$ cat config.mk
export PLATFORM = sky130hd
export DESIGN_NAME = uart_line_modem_status
export DESIGN_NICKNAME = d
export VERILOG_FILES = /design/src/uart_status_pkg.sv /design/src/uart_rx_fifo.sv /design/src/uart_line_modem_status.sv
export SDC_FILE = /design/constraint.sdc
export NUM_CORES = 1
export LEC_CHECK = 0
export ABC_AREA = 0
export ABC_CLOCK_PERIOD_IN_PS = 4300
export BUFFER_PORTS_ARGS = -buffer_cell sky130_fd_sc_hd__buf_4
export CORE_UTILIZATION = 40
export DETAILED_ROUTE_END_ITERATION = 8
export REMOVE_ABC_BUFFERS = 1
export SLEW_MARGIN = 20
export SYNTH_ARGS = -nofsm -noshare
export SYNTH_HDL_FRONTEND = slang
export SYNTH_SLANG_ARGS = --single-unit
$ cat constraint.sdc
create_clock -name i_clk -period 4.3 [get_ports i_clk]
set_clock_uncertainty 0.1 [all_clocks]
set_input_delay 0.215 -clock i_clk [delete_from_list [all_inputs] [get_ports i_clk]]
set_output_delay 0.215 -clock i_clk [all_outputs]
set_load 0.02 [all_outputs]
$ cat src/uart_status_pkg.sv
// Shared constants for the UART line and modem status block.
// Assumes a 32-bit APB bus with one register per aligned word.
package uart_status_pkg;

  // Register indices; the byte address is four times the index.
  localparam logic [5:0] IDX_RECEIVE_BUFFER   = 6'h00;
  localparam logic [5:0] IDX_MODEM_CONTROL    = 6'h04;
  localparam logic [5:0] IDX_RECEIVE_LINE     = 6'h05;
  localparam logic [5:0] IDX_MODEM_LINE       = 6'h06;
  localparam logic [5:0] IDX_RX_CONTROL       = 6'h08;
  localparam logic [5:0] IDX_IRQ_STATUS       = 6'h09;
  localparam logic [5:0] IDX_IRQ_MASK         = 6'h0A;

  // Line status field positions.
  localparam int LINE_READY_BIT   = 0;
  localparam int LINE_OVERRUN_BIT = 1;
  localparam int LINE_PARITY_BIT  = 2;

  // Modem control field positions.
  localparam int CTRL_DTR_BIT      = 0;
  localparam int CTRL_RTS_BIT      = 1;
  localparam int CTRL_USER_ONE_BIT = 2;
  localparam int CTRL_USER_TWO_BIT = 3;
  localparam int CTRL_LOOP_BIT     = 4;

  // Receive control field positions.
  localparam int CTL_FIFO_EN_BIT = 0;
  localparam int CTL_FLUSH_BIT   = 1;

  // Interrupt status and mask field positions.
  localparam int IRQ_READY_BIT   = 0;
  localparam int IRQ_OVERRUN_BIT = 1;
  localparam int IRQ_PARITY_BIT  = 2;
  localparam int IRQ_MODEM_BIT   = 3;

  // Reset values.
  localparam logic [7:0] MODEM_CTL_RESET = 8'h00;
  localparam logic [7:0] CTL_RESET       = 8'h00;
  localparam logic [3:0] IRQ_MASK_RESET  = 4'h0;

  // Receive FIFO depth.
  localparam int RX_FIFO_DEPTH = 16;

endpackage

$ cat src/uart_rx_fifo.sv
// Receive FIFO holding each character together with its parity flag.
// Assumes the caller never pushes when full nor pops when empty.
`timescale 1ns/1ps
module uart_rx_fifo
  #(parameter int WIDTH = 9,
    parameter int DEPTH = 16)
  (
  input  wire logic             i_clk,   // System clock.
  input  wire logic             i_srst,  // Synchronous reset.
  input  wire logic             i_flush, // Empties the FIFO.
  input  wire logic             i_push,  // Write one entry.
  input  wire logic [WIDTH-1:0] i_data,  // Entry to write.
  input  wire logic             i_pop,   // Drop the head entry.
  output logic      [WIDTH-1:0] o_head,  // Head entry.
  output logic                  o_empty, // No entry held.
  output logic                  o_full   // All entries held.
  );

  localparam int AW = $clog2(DEPTH);

  logic [WIDTH-1:0] mem [DEPTH];
  logic [AW-1:0]    wr_ptr;
  logic [AW-1:0]    rd_ptr;
  logic [AW:0]      count;

  always_ff @(posedge i_clk)
  begin
    if (i_push)
    begin
      mem[wr_ptr] <= i_data;
    end
  end

  always_ff @(posedge i_clk)
  begin
    if (i_srst || i_flush)
    begin
      wr_ptr <= '0;
      rd_ptr <= '0;
      count  <= '0;
    end
    else
    begin
      if (i_push)
      begin
        wr_ptr <= (wr_ptr == AW'(DEPTH - 1)) ? '0 : wr_ptr + 1'b1;
      end
      if (i_pop)
      begin
        rd_ptr <= (rd_ptr == AW'(DEPTH - 1)) ? '0 : rd_ptr + 1'b1;
      end
      count <= count + (AW+1)'(i_push) - (AW+1)'(i_pop);
    end
  end

  assign o_head  = mem[rd_ptr];
  assign o_empty = (count == '0);
  assign o_full  = (count == (AW+1)'(DEPTH));

endmodule // uart_rx_fifo

$ cat src/uart_line_modem_status.sv
// Receive line status, modem status and interrupt logic of a UART channel.
// Assumes a receiver on the same clock delivering assembled characters and
// modem lines arriving asynchronously from a peripheral.
//
// Functional notes
// [RQ1] A new valid character in the buffer clears the parity error flag.
// [RQ2] FIFO mode: parity error travels with its character, shown at head.
// [RQ3] Buffer mode: unread character is overwritten and overrun bit 1 set.
// [RQ4] FIFO mode: overrun only when FIFO full and another character done.
// [RQ5] FIFO overrun discards the shift register character, never pushed.
// [RQ6] Overrun is shown at once, not when reaching the FIFO head.
// [RQ7] Overrun set at stop bit time, cleared by reading line status.
// [RQ8] Data ready bit 0 set once a character is in buffer or FIFO.
// [RQ9] Data ready clears only when every pending character was read; a flush or FIFO enable change also clears it.
// [RQ10] Four change bits set on input change, cleared by reading offset 6.
// [RQ11] Bit 7 is inverted carrier detect, or user output two in loopback.
// [RQ12] Bit 6 is inverted ring indicator, or user output one in loopback.
// [RQ13] Bit 5 is inverted data set ready, or DTR in loopback.
// [RQ14] Bit 4 is inverted clear to send, or RTS in loopback.
// [RQ15] Bit 3 set on any carrier detect change since last read.
// [RQ16] Bit 2 set only when ring input went from 0 to 1.
// [RQ17] Modem interrupt raised whenever any of bits 0 to 3 becomes set.
// [RQ18] Modem inputs are synchronised before edge detection.
`timescale 1ns/1ps
module uart_line_modem_status
  import uart_status_pkg::*;
  #(parameter int FIFO_DEPTH = RX_FIFO_DEPTH)
  (
  input  wire logic        i_clk,        // System clock, 125 MHz.
  input  wire logic        i_srst,       // Synchronous reset, active high.
  input  wire logic [7:0]  i_paddr,      // APB byte address.
  input  wire logic        i_psel,       // APB select.
  input  wire logic        i_penable,    // APB enable.
  input  wire logic        i_pwrite,     // APB write.
  input  wire logic [31:0] i_pwdata,     // APB write data.
  input  wire logic [3:0]  i_pstrb,      // APB byte strobes.
  output logic      [31:0] o_prdata,     // APB read data.
  output logic             o_pready,     // APB ready.
  output logic             o_pslverr,    // APB error.
  input  wire logic        i_rx_valid,   // Character assembled, stop bit.
  input  wire logic [7:0]  i_rx_char,    // Assembled character.
  input  wire logic        i_rx_perr,    // Parity error of that character.
  input  wire logic        i_cts_n,      // Clear to send, active low.
  input  wire logic        i_dsr_n,      // Data set ready, active low.
  input  wire logic        i_ri_n,       // Ring indicator, active low.
  input  wire logic        i_dcd_n,      // Carrier detect, active low.
  output logic             o_irq         // Interrupt, active high level.
  );

  // Modem line order: 0 clear to send, 1 data set ready, 2 ring, 3 carrier.
  logic [3:0] modem_n_pin;
  logic [3:0] modem_n_meta;
  logic [3:0] modem_n_sync;
  logic [3:0] modem_now;
  logic [3:0] modem_prev;
  logic       modem_primed;
  logic [3:0] modem_delta;
  logic [3:0] delta_set;

  logic [7:0] modem_control_reg;
  logic [7:0] rx_control;
  logic       fifo_mode;
  logic       loopback;

  logic       rb_valid;
  logic [7:0] rb_data;
  logic       rb_perr;
  logic       overrun_flag;
  logic       rx_ready_flag;
  logic       parity_err_flag;
  logic       parity_prev;

  logic       fifo_flush;
  logic       fifo_push;
  logic       fifo_pop;
  logic [8:0] fifo_head;
  logic       fifo_empty;
  logic       fifo_full;

  logic [3:0] irq_status;
  logic [3:0] irq_mask;
  logic [3:0] irq_event;

  logic       access;
  logic       wr_en;
  logic       rd_en;
  logic [5:0] index;
  logic       mapped;
  logic [7:0] receive_line_state;
  logic [7:0] modem_line_state;
  logic [7:0] next_rdata;
  logic       rxbuf_rd;
  logic       line_rd;
  logic       modem_rd;
  logic       overrun_evt;
  logic       char_loaded;

  assign modem_n_pin = {i_dcd_n, i_ri_n, i_dsr_n, i_cts_n};

  // Two flops per line; only the second stage feeds the edge logic.
  for (genvar g = 0; g < 4; g++)
  begin : g_modem_sync
    always_ff @(posedge i_clk)
    begin
      if (i_srst)
      begin
        modem_n_meta[g] <= 1'b1;
        modem_n_sync[g] <= 1'b1;
      end
      else
      begin
        modem_n_meta[g] <= modem_n_pin[g]; // RQ18
        modem_n_sync[g] <= modem_n_meta[g]; // RQ18
      end
    end
  end

  // APB access phase; the answer comes one cycle after the first access edge.
  assign access = i_psel && i_penable && !o_pready;
  assign index  = i_paddr[7:2];
  assign mapped = (i_paddr[1:0] == 2'b00) &&
                  (index == IDX_RECEIVE_BUFFER || index == IDX_MODEM_CONTROL ||
                   index == IDX_RECEIVE_LINE || index == IDX_MODEM_LINE ||
                   index == IDX_RX_CONTROL || index == IDX_IRQ_STATUS ||
                   index == IDX_IRQ_MASK);
  assign wr_en  = access && i_pwrite && mapped && i_pstrb[0];
  assign rd_en  = access && !i_pwrite && mapped;
  assign rxbuf_rd = rd_en && (index == IDX_RECEIVE_BUFFER);
  assign line_rd  = rd_en && (index == IDX_RECEIVE_LINE);
  assign modem_rd = rd_en && (index == IDX_MODEM_LINE);

  assign fifo_mode = rx_control[CTL_FIFO_EN_BIT];
  assign loopback  = modem_control_reg[CTRL_LOOP_BIT];

  // Loopback routes the control outputs back in place of the pins.
  assign modem_now = loopback ?
    {modem_control_reg[CTRL_USER_TWO_BIT],
     modem_control_reg[CTRL_USER_ONE_BIT],
     modem_control_reg[CTRL_DTR_BIT], modem_control_reg[CTRL_RTS_BIT]} :
    ~modem_n_sync; // RQ11 RQ12 RQ13 RQ14

  // Ring input rising means the active-high view falls.
  assign delta_set = modem_primed ?
    {modem_now[3] ^ modem_prev[3], // RQ15
     modem_prev[2] & ~modem_now[2], // RQ16
     modem_now[1:0] ^ modem_prev[1:0]} : 4'h0; // RQ10

  always_ff @(posedge i_clk)
  begin
    if (i_srst)
    begin
      modem_prev   <= 4'h0;
      modem_primed <= 1'b0;
      modem_delta  <= 4'h0;
    end
    else
    begin
      modem_prev   <= modem_now;
      modem_primed <= 1'b1;
      // A change in the cycle of the read survives the clear.
      modem_delta  <= (modem_rd ? 4'h0 : modem_delta) | delta_set; // RQ10
    end
  end

  assign modem_line_state = {modem_now, modem_delta};

  // Control registers.
  assign fifo_flush = wr_en && (index == IDX_RX_CONTROL) &&
                      (i_pwdata[CTL_FLUSH_BIT] ||
                       i_pwdata[CTL_FIFO_EN_BIT] != fifo_mode);

  always_ff @(posedge i_clk)
  begin
    if (i_srst)
    begin
      modem_control_reg <= MODEM_CTL_RESET;
      rx_control        <= CTL_RESET;
      irq_mask          <= IRQ_MASK_RESET;
    end
    else if (wr_en)
    begin
      unique case (index)
        IDX_MODEM_CONTROL: modem_control_reg <= {3'b000, i_pwdata[4:0]};
        IDX_RX_CONTROL:    rx_control <= {7'b0000_000, i_pwdata[0]};
        IDX_IRQ_MASK:      irq_mask <= i_pwdata[3:0];
        default:           ;
      endcase
    end
  end

  // FIFO mode: a full FIFO drops the new character instead of storing it.
  assign fifo_push   = i_rx_valid && fifo_mode && !fifo_full; // RQ5
  assign fifo_pop    = rxbuf_rd && fifo_mode && !fifo_empty;
  assign overrun_evt = i_rx_valid &&
                       (fifo_mode ? fifo_full // RQ4
                                  : (rb_valid && !rxbuf_rd)); // RQ3
  assign char_loaded = fifo_push || (i_rx_valid && !fifo_mode);

  uart_rx_fifo #(.WIDTH(9), .DEPTH(FIFO_DEPTH)) u_rx_fifo
  (
    .i_clk   (i_clk),
    .i_srst  (i_srst),
    .i_flush (fifo_flush),
    .i_push  (fifo_push),
    .i_data  ({i_rx_perr, i_rx_char}), // RQ2
    .i_pop   (fifo_pop),
    .o_head  (fifo_head),
    .o_empty (fifo_empty),
    .o_full  (fifo_full)
  );

  // Single holding buffer used outside FIFO mode.
  always_ff @(posedge i_clk)
  begin
    if (i_srst || fifo_flush)
    begin
      rb_valid <= 1'b0;
      rb_data  <= 8'h00;
      rb_perr  <= 1'b0;
    end
    else if (i_rx_valid && !fifo_mode)
    begin
      rb_valid <= 1'b1;
      rb_data  <= i_rx_char; // RQ3
      rb_perr  <= i_rx_perr; // RQ1
    end
    else
    begin
      if (rxbuf_rd && !fifo_mode)
      begin
        rb_valid <= 1'b0; // RQ9
      end
      if (line_rd)
      begin
        rb_perr <= 1'b0;
      end
    end
  end

  // Overrun shows at once, set at stop bit time; set wins over the clear.
  always_ff @(posedge i_clk)
  begin
    if (i_srst)
    begin
      overrun_flag <= 1'b0;
    end
    else if (overrun_evt)
    begin
      overrun_flag <= 1'b1; // RQ6 RQ7
    end
    else if (line_rd)
    begin
      overrun_flag <= 1'b0; // RQ7
    end
  end

  assign rx_ready_flag   = fifo_mode ? !fifo_empty : rb_valid; // RQ8 RQ9
  assign parity_err_flag = fifo_mode ? (!fifo_empty && fifo_head[8]) // RQ2
                                     : rb_perr;

  assign receive_line_state = {5'b0_0000, parity_err_flag, overrun_flag,
                               rx_ready_flag};

  always_ff @(posedge i_clk)
  begin
    if (i_srst)
    begin
      parity_prev <= 1'b0;
    end
    else
    begin
      parity_prev <= parity_err_flag;
    end
  end

  assign irq_event[IRQ_READY_BIT]   = char_loaded;
  assign irq_event[IRQ_OVERRUN_BIT] = overrun_evt;
  assign irq_event[IRQ_PARITY_BIT]  = parity_err_flag && !parity_prev;
  assign irq_event[IRQ_MODEM_BIT]   = |delta_set; // RQ17

  // Sticky status, cleared by writing one; a new event wins over the clear.
  always_ff @(posedge i_clk)
  begin
    if (i_srst)
    begin
      irq_status <= 4'h0;
    end
    else if (wr_en && index == IDX_IRQ_STATUS)
    begin
      irq_status <= (irq_status & ~i_pwdata[3:0]) | irq_event;
    end
    else
    begin
      irq_status <= irq_status | irq_event;
    end
  end

  always_ff @(posedge i_clk)
  begin
    if (i_srst)
    begin
      o_irq <= 1'b0;
    end
    else
    begin
      o_irq <= |((irq_status | irq_event) & irq_mask); // RQ17
    end
  end

  always_comb
  begin
    next_rdata = 8'h00;
    unique case (index)
      // An empty FIFO reads as zero rather than a stale or unset entry.
      IDX_RECEIVE_BUFFER: next_rdata = !fifo_mode ? rb_data :
                                       fifo_empty ? 8'h00 : fifo_head[7:0];
      IDX_MODEM_CONTROL:  next_rdata = modem_control_reg;
      IDX_RECEIVE_LINE:   next_rdata = receive_line_state;
      IDX_MODEM_LINE:     next_rdata = modem_line_state;
      IDX_RX_CONTROL:     next_rdata = rx_control;
      IDX_IRQ_STATUS:     next_rdata = {4'h0, irq_status};
      IDX_IRQ_MASK:       next_rdata = {4'h0, irq_mask};
      default:            next_rdata = 8'h00;
    endcase
  end

  always_ff @(posedge i_clk)
  begin
    if (i_srst)
    begin
      o_pready  <= 1'b0;
      o_prdata  <= 32'h0000_0000;
      o_pslverr <= 1'b0;
    end
    else if (access)
    begin
      o_pready  <= 1'b1;
      o_prdata  <= (i_pwrite || !mapped) ? 32'h0000_0000
                                         : {24'h00_0000, next_rdata};
      o_pslverr <= !mapped;
    end
    else
    begin
      o_pready  <= 1'b0;
      o_prdata  <= 32'h0000_0000;
      o_pslverr <= 1'b0;
    end
  end

endmodule // uart_line_modem_status

==> metrics.md, run 1 <==
| Metric | Value |
|---|---|
| Status | `finished, final reports clean` |
| Worst-margin pin slew | `1010 ps` |
| Slew margin rel. | `32.5%` |
| Regs by FF count | `u_rx_fifo.mem: 144 flops, o_prdata: 8 flops, rb_data: 8 flops` |
| Logic pwr share | `3.3%` |
| Core ar. | `21800 µm²` |
| NetSw | `905 µW` |
| Top FF cell, synth | `edfxtp_1` |
| Pre-CTS WS | `1200 ps` |
| Area after DPL | `9410 µm²` |
| Top cell by count, worst path | `nor2_1` |
| Antenna violations before repair | `0` |
| DRC violation count after routing | `0` |
| Critical path class | `reg2reg` |
| TritonRoute pass-1 iters | `5` |
| TritonCTS buffer count | `23` |
| Pleak | `3.54 nW` |
| Grt ovf | `0` |
| CTS tree | `yes` |
| Chip Width | `151 µm` |
| Max stage delay on crit path | `840 ps` |
| Routed len/inst | `18.2 µm` |
| Avg Inst Size Synth | `14.5 µm²` |
| CP Capture Type | `register` |
| Part of the power in registers | `53.0%` |
| Internal power component | `3.30 mW` |
| Post-Route WL | `17.9 mm` |
| Crit path DAT | `3070 ps` |
| Critical path, cell by cell | `inv_1 -> ha_1 -> and4bb_2 -> nor2_1 -> nand2_1 -> nor2_1` |
| Power density over the cells | `407 nW/µm²` |
| CP Max Fanout | `10` |
| Mapped Area | `8900 µm²` |
| First-pass GRT wire length | `28.6 mm` |
| Number of gates resized after cts | `0` |
| Final number of max-transition violations | `0` |
| CP Data Required Time | `4340 ps` |
| CP Launch Type | `register` |
| RSZ-0062 raised after global routing | `false` |
| Port Buf Inserts | `43` |
| Routability cong. | `0.858` |
| Syn Inst Count | `613` |
| Final Setup Violations | `0` |
| ANT cells | `0` |
| Postcts setup bufs | `0` |
| Clock power frac | `43.7%` |
| Via count | `5186` |
| Fraction of layout cells with a size suffix above 1 | `21.2%` |
| Reg with most FFs | `u_rx_fifo.mem` |
| Final Hold Vio Count | `0` |
| Nets@finish | `760` |
| IO Pins | `98` |
| Maxcap violations | `0` |
| Die ar. | `22800 µm²` |
| GRT Util Overall | `16.5%` |
| Fin crit period | `3030 ps` |
| Avg Vias per Cell | `5.28` |
| Register area share after synthesis | `64.6%` |
| Synth-to-Final Area Change | `16.2%` |
| Deepest clock path buffer count | `3` |
| Row cnt | `54` |
| Synth cell types | `58` |
| Sw frac | `21.5%` |
| Final setup TNS | `0 ps` |
| Clock-pin slew on the worst setup and hold paths | `60 ps` |
| Syn. warnings | `0` |
| Starting DRT DRC Count | `377` |
| Max Fclk | `0.331 GHz` |
| Number of fill cells | `1904` |
| VDD IR max | `329 µV` |
| Critical path's slowest cell | `nor2_1` |
| Layout Cells excl Fill | `983` |
| Slack of the critical path | `1270 ps` |
| Period utilization | `70.4%` |
| Initial Util | `40.8%` |
| Vias in the first global route | `5284` |
| Root buffer selected by CTS | `clkbuf_16` |
| Largest net degree at the start of global routing | `33` |
| Max reg flops | `144` |
| Synth async-reset ratio | `0%` |
| Flops & latches, synth | `215` |
| Post-DRT Antenna Nets | `0` |
| H-Tree Depth | `1` |
| Dpl cells | `919` |
| HP Class | `in2reg` |
| HPWL Detailed | `12.3 mm` |
| Number of enable flip-flop cells after synthesis | `144` |
| Final Cell Area | `10300 µm²` |
| Clk_lat worst skew | `520 ps` |
| Die Ht | `151 µm` |
| CTS sink cnt | `215` |
critical path, delay by kind of cell, from the launching register on:
family / cells / cell delay, ps
adder cells (fa/ha/maj): 1 / 220
buffers and inverters: 1 / 70
AND/OR/NAND/NOR: 4 / 1920
flip-flops: 1 / 340
repair_timing:
item | 4_1_cts | 5_1_grt
endpoints found under the hold margin | 177 | 0
setup endpoints to repair | 0 | 0
hold buffers | 22 | 0
placed cells by master, fill, tap and decap left out, types with 3 or more instances in the layout:
| cell type | netlist | layout |
|---|---|---|
| a221oi_1 | 3 | 3 |
| dlygate4sd3_1 | 0 | 22 |
| a21oi_1 | 29 | 29 |
| clkinv_2 | 0 | 6 |
| nand3b_1 | 3 | 3 |
| nand2b_1 | 9 | 9 |
| a22oi_1 | 3 | 3 |
| clkinv_1 | 0 | 3 |
| and2_1 | 3 | 3 |
| clkbuf_16 | 0 | 23 |
| nand2_1 | 53 | 53 |
| buf_4 | 26 | 51 |
| a222oi_1 | 7 | 7 |
| xor2_1 | 6 | 6 |
| inv_1 | 20 | 20 |
| dfxtp_1 | 71 | 70 |
| mux4_2 | 42 | 42 |
| ha_1 | 10 | 10 |
| nor2b_1 | 5 | 5 |
| o21ai_0 | 6 | 6 |
| mux2i_1 | 23 | 23 |
| nor3_1 | 7 | 7 |
| conb_1 | 1 | 24 |
| a31oi_1 | 4 | 4 |
| and3_1 | 3 | 3 |
| nand3_1 | 12 | 12 |
| nor2_1 | 59 | 59 |
| or2_2 | 8 | 8 |
| edfxtp_1 | 144 | 144 |
| clkbuf_1 | 9 | 4 |
power groups by stage:
| stage | Combinational, mW | Sequential (mW) | Clock (mW) |
|---|---|---|---|
| floorplan | 0.0595 | 2.27 | 0 |
| CTS | 0.142 | 2.23 | 1.88 |
| finish | 0.140 | 2.23 | 1.84 |
| global route | 0.157 | 2.23 | 1.96 |
| detailed placement | 0.127 | 2.27 | 0 |
| global placement | 0.123 | 2.27 | 0 |
path summary, 6_finish.rpt:
check             depth (start not counted)                   to               start  slack, ps
hold / removal                            3            o_pslverr          i_paddr[0]         20
setup / recovery                          6  u_rx_fifo.mem[7][3]  u_rx_fifo.count[2]       1270
hold reg to reg                           1      modem_n_sync[3]     modem_n_meta[3]        310
setup reg to reg                          6  u_rx_fifo.mem[7][3]  u_rx_fifo.count[2]       1270
layer usage:
| layer | GRT usage (%) | share of wire [%] | routed length [µm] | up-vias |
|---|---|---|---|---|
| li1 | - | - | - | 2406 |
| met1 | 21.6 | 44 | 7880 | 2581 |
| met2 | 28.2 | 48 | 8650 | 161 |
| met3 | 2.80 | 5.3 | 952 | 38 |
| met4 | 4.80 | 2.5 | 442 | 0 |
| met5 | 0 | 0 | 0 | - |
area by class of cell:
class / instances / area [µm²] / area share (%)
flip-flops and latches: 215 / 5750 / 55.6
inverters: 20 / 75.1 / 0.726
well taps: 280 / 350 / 3.39
clock buffers: 29 / 618 / 5.98
repair buffers: 73 / 603 / 5.84
multi-input cells: 353 / 2860 / 27.6
clock inverters: 13 / 85.1 / 0.823
synth_stat cells, types with 2 or more instances:
cell type,count,area [µm²]
a211oi_1,2,15.0
a21oi_1,29,145
a221oi_1,3,26.3
a222oi_1,7,70.1
a22oi_1,3,22.5
a311oi_1,2,17.5
a31oi_1,4,25.0
and2_1,3,18.8
and3_1,3,18.8
buf_1,5,18.8
buf_2,5,25.0
buf_4,26,195
buf_6,3,33.8
clkbuf_1,9,33.8
dfxtp_1,71,1420
edfxtp_1,144,4320
ha_1,10,125
inv_1,20,75.1
mux2i_1,23,230
mux4_2,42,946
nand2_1,53,199
nand2b_1,9,56.3
nand3_1,12,60.1
nand3b_1,3,22.5
nor2_1,59,221
nor2b_1,5,31.3
nor3_1,7,35.0
nor4_1,2,12.5
nor4_4,2,42.5
o21ai_0,6,30.0
or2_2,8,50.1
xnor2_1,2,17.5
xor2_1,6,52.6
through the flow:
| stage | hold slack (ps) | utilization [%] | total power, mW |
|---|---|---|---|
| after floorplan | 184 | - | 2.33 |
| after global placement | 296 | 43.1 | 2.39 |
| after detailed placement | 300 | 43.1 | 2.40 |
| after CTS | 2.97 | 47.4 | 4.25 |
| after global routing | 47.7 | 47.4 | 4.34 |
| final | 15.2 | 47.4 | 4.20 |
logic make-up (layout without fill, tap and decap cells):
family,Yosys count,in the layout,share of synthesized area (%)
flip-flops,215,215,64.6
other,1,24,0.0422
buffers and inverters,68,135,4.29
AND/OR/NAND/NOR,174,174,9.42
multiplexers,65,65,13.2
AO/OA/AOI/OAI,71,71,6.02
XOR/XNOR,8,8,0.788
adder cells (fa/ha/maj),11,11,1.63
No activity file was read; power rests on OpenSTA's default activity.
==> run 2, diff against run 1 <==
--- a/config.mk
+++ b/config.mk
@@ -5,8 +5,8 @@
 export SDC_FILE = /design/constraint.sdc
 export NUM_CORES = 1
 export LEC_CHECK = 0
-export ABC_AREA = 0
-export ABC_CLOCK_PERIOD_IN_PS = 4300
+export ABC_AREA = 1
+export ABC_CLOCK_PERIOD_IN_PS = 2550
 export BUFFER_PORTS_ARGS = -buffer_cell sky130_fd_sc_hd__buf_4
 export CORE_UTILIZATION = 40
 export DETAILED_ROUTE_END_ITERATION = 8
==> constraint.sdc (replaced) <==
create_clock -name i_clk -period 2.55 [get_ports i_clk]
set_clock_uncertainty 0.1 [all_clocks]
set_input_delay 0.1275 -clock i_clk [delete_from_list [all_inputs] [get_ports i_clk]]
set_output_delay 0.1275 -clock i_clk [all_outputs]
set_load 0.02 [all_outputs]
==> run 2 against run 1 <==
  * Clock power grew 78%
  * First-iteration DRC count grew 35%
  * Total power grew 73%
  * Critical path depth grew 12
  * Design area grew 7.2%
  * Worst hold slack gained 11 ps
  * Sequential share of layout area shrank 3.7 points
  * Synthesized cell count grew 44%
  * Maximum frequency grew 23%
  * Wire length grew 19%
  * Global-route usage grew 2.1 points
==> metrics.md, run 2 <==
| Metric | Value |
|---|---|
| Port Buf Inserts | `43` |
| Synth cell types | `48` |
| Starting DRT DRC Count | `508` |
| Leading cell type in the layout, fill and taps excluded | `edfxtp_1` |
| Deepest clock path buffer count | `3` |
| Nets@finish | `1082` |
| Grt ovf | `0` |
| Antenna violations before repair | `0` |
| Critical path class | `reg2reg` |
| Chip Width | `153 µm` |
| Row cnt | `54` |
| Power density over the cells | `658 nW/µm²` |
| Fin crit period | `2470 ps` |
| IO Pins | `98` |
| Flops & latches, synth | `215` |
| Avg Vias per Cell | `5.12` |
| First-pass GRT wire length | `34.1 mm` |
| Fraction of layout cells with a size suffix above 1 | `19.5%` |
| Status | `finished, final reports clean` |
| HPWL Detailed | `14.2 mm` |
| Top cell by count, worst path | `inv_2` |
| Final setup TNS | `0 ps` |
| Reg with most FFs | `u_rx_fifo.mem` |
| RSZ-0062 raised after global routing | `true` |
| Post-Route WL | `21.4 mm` |
| Mapped Area | `9080 µm²` |
| Period utilization | `96.8%` |
| Worst-margin pin slew | `560 ps` |
| Top FF cell, synth | `edfxtp_1` |
| Synth top area share | `47.6%` |
| CP Data Required Time | `2850 ps` |
| CTS tree | `yes` |
| Post-DRT Antenna Nets | `0` |
| Max Fclk | `0.405 GHz` |
| Final Setup Violations | `0` |
| CP Max Fanout | `2` |
| Cell taking the most area after synthesis | `edfxtp_1` |
| H-Tree Depth | `1` |
| CP Launch Type | `register` |
| Pleak | `4.21 nW` |
| TritonRoute pass-1 iters | `7` |
| Via count | `6682` |
| CTS sink cnt | `215` |
| CP Capture Type | `register` |
| Maxcap violations | `0` |
| Routed len/inst | `16.4 µm` |
| Crit path DAT | `2770 ps` |
| Clk_lat worst skew | `500 ps` |
| Avg Inst Size Synth | `10.3 µm²` |
| Synth async-reset ratio | `0%` |
| Syn Inst Count | `884` |
| Largest net degree at the start of global routing | `39` |
| Slack of the critical path | `81.1 ps` |
| Core ar. | `22000 µm²` |
| Critical path's slowest cell | `fa_2` |
| Vias in the first global route | `6497` |
| Routability cong. | `0.819` |
| Synth-to-Final Area Change | `22.0%` |
| Final Hold Vio Count | `0` |
| Cell family with most CP delay | `simple AND/OR/NAND/NOR gates` |
| Final Power | `7.29 mW` |
| Syn. warnings | `0` |
| Clock-pin slew on the worst setup and hold paths | `60 ps` |
| HP Class | `in2reg` |
| ANT cells | `0` |
| Pre-CTS WS | `-177 ps` |
| Synth area leaders | `edfxtp_1, dfxtp_1, nor2_1, nand2_1, o21ai_0` |
| Max stage delay on crit path | `330 ps` |
| Die ar. | `23300 µm²` |
| Cell with the most instances after synthesis | `edfxtp_1` |
| GRT Util Overall | `18.7%` |
| CP bufs+invs | `5` |
| Regs by FF count | `u_rx_fifo.mem: 144 flops, o_prdata: 8 flops, rb_data: 8 flops` |
| Register area share after synthesis | `63.3%` |
| VDD IR max | `378 µV` |
| Critical path, cell by cell | `nand3b_1 -> nor2_2 -> nand4_2 -> nor2_4 -> inv_2 -> nor2_4 -> inv_2 -> nand2_2 -> ha_4 -> inv_2 -> fa_2 -> inv_2 -> a21oi_2 -> nor2_1 -> nor2_1 -> xor2_1 -> inv_1 -> nor2_1` |
| Initial Util | `41.2%` |
| Die Ht | `153 µm` |
| Most frequent cells in the layout | `edfxtp_1, nor2_1, buf_4, nand2_1, dfxtp_1` |
| Final number of max-transition violations | `0` |
| Number of fill cells | `1972` |
| Max reg flops | `144` |
| DRC violation count after routing | `0` |
| Most common library cells after synthesis | `edfxtp_1, nor2_1, nand2_1, dfxtp_1, inv_1` |
| TritonCTS buffer count | `23` |
| Slew margin rel. | `62.6%` |
| Number of enable flip-flop cells after synthesis | `144` |
| Root buffer selected by CTS | `clkbuf_16` |
| Hold WS | `25.8 ps` |
## run 2: cell types whose count changed after synthesis, moves of 15 or more
| cell | previous run | this run |
|---|---|---|
| mux2i_1 | 23 | 0 |
| clkbuf_1 | 9 | 24 |
| nand3_1 | 12 | 37 |
| mux4_2 | 42 | 0 |
| o21ai_1 | 0 | 45 |
| o211ai_1 | 0 | 22 |
| a21oi_1 | 29 | 47 |
| inv_1 | 20 | 60 |
| nand2_1 | 53 | 110 |
| o21ai_0 | 6 | 50 |
| nor2_1 | 59 | 135 |
## run 2: tightest hold or removal path, delay by kind of cell
family | cells | cell delay (ps)
simple gates | 3 | 260
compound gates | 1 | 70
buf+inv | 1 | 110
## run 2: kinds of logic after synthesis
kind of cell | after synthesis | synth area share, %
and+or+nand+nor | 319 | 14.9
buffers and inverters | 133 | 6.74
adders and majority gates | 11 | 1.60
DFF | 215 | 63.3
xor gates and xnor gates | 2 | 0.193
other | 1 | 0.0413
AOI/OAI and AO/OA | 203 | 13.2
## run 2: worst paths after layout
kind | startpoint | to | slack (ps) | cells past startpoint
max | o_pready | u_rx_fifo.count[4] | 80 | 18
min | i_pstrb[0] | rx_control[0] | 30 | 5
max reg2reg | o_pready | u_rx_fifo.count[4] | 80 | 18
min reg2reg | modem_n_meta[0] | modem_n_sync[0] | 310 | 1
## run 2: where the power goes
group          total [mW]  internal, mW  switching, mW
registers            3.75          3.74         0.0121
clock network        3.27          1.97           1.30
logic               0.271         0.106          0.165
total                7.29          5.82           1.47
## run 2: routing by layer
metal,up-vias,wire [µm],GRT usage [%]
met4,0,388,5.53
met3,33,1020,2.28
met5,-,0,0
met1,3211,9720,25.5
met2,178,10300,31.1
li1,3260,-,-
## run 2: area by class of cell
cell class / count / area [µm²] / area share [%]
Sequential cell: 215 / 5750 / 51.9
Clock inverter: 11 / 104 / 0.938
Clock buffer: 30 / 642 / 5.79
Multi-Input combinational cell: 559 / 2860 / 25.8
Inverter: 75 / 282 / 2.54
Tap cell: 280 / 350 / 3.16
Timing Repair Buffer: 134 / 1090 / 9.84
## run 2: through the flow
| stage | instances | cell area, µm² | utilization [%] |
|---|---|---|---|
| floorplan | 849 | 8830 | - |
| global placement | 1239 | 10000 | 45.6 |
| detailed placement | 1239 | 10000 | 45.6 |
| CTS | 1302 | 11000 | 50.0 |
| global route | 1304 | 11100 | 50.3 |
| finish | 1304 | 11100 | 50.3 |
## run 2: timing repair
action / CTS / global route
resized for setup: 2 / 18
hold buffers: 22 / 0
hold endpoints to repair: 183 / 0
endpoints found under the setup margin: 1 / 2
buffers inserted: 0 / 2
pin swaps: 0 / 11
==> run 3, diff against run 2 <==
--- a/config.mk
+++ b/config.mk
@@ -8,6 +8,7 @@
 export ABC_AREA = 1
 export ABC_CLOCK_PERIOD_IN_PS = 2550
 export BUFFER_PORTS_ARGS = -buffer_cell sky130_fd_sc_hd__buf_4
+export CORE_MARGIN = 2
 export CORE_UTILIZATION = 40
 export DETAILED_ROUTE_END_ITERATION = 8
 export REMOVE_ABC_BUFFERS = 1
==> run 3 against run 2 <==
  * Count of clock-buffer cells in the layout rose by 3
  * Cell count fell by 0.15%
  * Flip-flop and latch count did not move
  * Worst setup slack improved by 57 ps
  * Clock power fell by 6.1%
  * Sequential share of layout area rose by 0.44 points
  * Critical path depth rose by 3
  * Worst hold slack improved by 6.5 ps
  * Combinational power barely moved
  * Global-route usage fell by 0.87 points
  * Critical path type unchanged
==> metrics.md, run 3 (same netlist as run 2, synthesis figures left out) <==
| Metric | Value |
|---|---|
| Fraction of layout cells with a size suffix above 1 | `18.5%` |
| Vias in the first global route | `6277` |
| H-Tree Depth | `1` |
| Slew margin rel. | `66.2%` |
| Post-Route WL | `21.3 mm` |
| Row cnt | `55` |
| Deepest clock path buffer count | `3` |
| Dpl cells | `1230` |
| Status | `finished, final reports clean` |
| First-pass GRT wire length | `33.4 mm` |
| Utilization after layout | `49.0%` |
| Slack of the critical path | `138 ps` |
| Critical path class | `reg2reg` |
| Max Fclk | `0.415 GHz` |
| Chip Width | `155 µm` |
| Fin crit period | `2410 ps` |
| Final Cell Area | `11000 µm²` |
| Pleak | `4.16 nW` |
| Grt ovf | `0` |
| Area after DPL | `9920 µm²` |
| Initial Util | `40.5%` |
| Leading cell type in the layout, fill and taps excluded | `edfxtp_1` |
| Post-DRT Antenna Nets | `0` |
| CP Capture Type | `register` |
| Layout Cells excl Fill | `1302` |
| Starting DRT DRC Count | `425` |
| Period utilization | `94.6%` |
| Nets@finish | `1075` |
| Die Ht | `155 µm` |
| VDD IR max | `454 µV` |
| Routability cong. | `0.862` |
| Via count | `6614` |
| RSZ-0062 raised after global routing | `true` |
| IO Pins | `98` |
| Clk_lat worst skew | `500 ps` |
| Synth-to-Final Area Change | `21.0%` |
| Final Setup Violations | `0` |
| CTS tree | `yes` |
| HP Class | `in2reg` |
| HPWL Detailed | `13.6 mm` |
| Worst-margin pin slew | `507 ps` |
| GRT Util Overall | `17.8%` |
| CP Max Fanout | `4` |
| Maxcap violations | `0` |
| DRC violation count after routing | `0` |
| ANT cells | `0` |
| Root buffer selected by CTS | `clkbuf_16` |
| Antenna violations before repair | `0` |
| Power density over the cells | `646 nW/µm²` |
| Max reg flops | `144` |
| Port Buf Inserts | `43` |
| Routed len/inst | `16.4 µm` |
| TritonRoute pass-1 iters | `4` |
| CP Data Required Time | `2840 ps` |
| TritonCTS buffer count | `22` |
| Most frequent cells in the layout | `edfxtp_1, nor2_1, nand2_1, buf_4, dfxtp_1` |
| Regs by FF count | `u_rx_fifo.mem: 144 flops, o_prdata: 8 flops, rb_data: 8 flops` |
| Pre-CTS WS | `-242 ps` |
| Core ar. | `22400 µm²` |
| Final setup TNS | `0 ps` |
| Final number of max-transition violations | `0` |
| Avg Vias per Cell | `5.08` |
| Die ar. | `23900 µm²` |
| CTS sink cnt | `215` |
| Final Hold Vio Count | `0` |
| Reg with most FFs | `u_rx_fifo.mem` |
| Crit path DAT | `2700 ps` |
| CP Launch Type | `register` |
| Number of fill cells | `2014` |
| Largest net degree at the start of global routing | `46` |
| Clock-pin slew on the worst setup and hold paths | `60 ps` |
-- run 3: what timing repair did --
action | in CTS | in global routing
setup endpoints to repair | 1 | 5
hold endpoints to repair | 187 | 0
pin swaps | 2 | 8
gates resized for setup | 1 | 20
buffers inserted | 1 | 3
hold buffers | 28 | 0
-- run 3: worst paths after layout --
path	end	slack, ps	startpoint	cells after the start
worst max-delay path	u_rx_fifo.count[4]	140	u_rx_fifo.count[3]	21
worst max register to register	u_rx_fifo.count[4]	140	u_rx_fifo.count[3]	21
worst min register to register	modem_n_sync[0]	310	modem_n_meta[0]	1
worst min-delay path	rx_control[0]	30	i_paddr[4]	5
-- run 3: through the flow --
step	hold WS, ps	power [mW]
finish	32.2	7.09
global placement	212	4.06
global route	75.6	7.30
detailed placement	215	4.06
CTS	21.1	7.14
floorplan	96.6	3.94
-- run 3: critical path, cell delays in order (launching register included) --
cell	delay, ps
dfxtp_2	320
inv_2	70
ha_4	150
nand3_2	70
nor2_2	110
inv_2	50
nand2_4	60
nor2_4	40
inv_2	80
buf_6	100
nand2_1	40
nand2_1	70
ha_2	180
inv_2	40
fa_2	340
inv_2	70
a21oi_2	40
nor2_1	90
nor2_1	60
xor2_1	130
inv_1	50
nor2_1	30
-- run 3: layout make-up --
| cell class | instances | area [µm²] | area share (%) |
|---|---|---|---|
| sequential | 215 | 5750 | 52.3 |
| timing repair buffer | 128 | 1050 | 9.57 |
| inverter | 75 | 282 | 2.56 |
| clock buffer | 33 | 656 | 5.97 |
| clock inverter | 7 | 33.8 | 0.308 |
| multi-input combinational | 559 | 2860 | 26.0 |
| tap | 285 | 357 | 3.25 |
-- run 3: power by group --
part	internal [mW]	switching [mW]
combinational	0.108	0.167
sequential	3.74	0.0108
clock	1.77	1.29
-- run 3: per-layer routing --
metal | part of all wire [%] | global-route usage, % | up-vias | wire (µm)
li1 | - | - | 3248 | -
met1 | 45 | 24.1 | 3124 | 9650
met2 | 46 | 29.2 | 198 | 9810
met3 | 5.4 | 2.61 | 44 | 1150
met4 | 3.2 | 6.35 | 0 | 686
met5 | 0 | 0 | - | 0
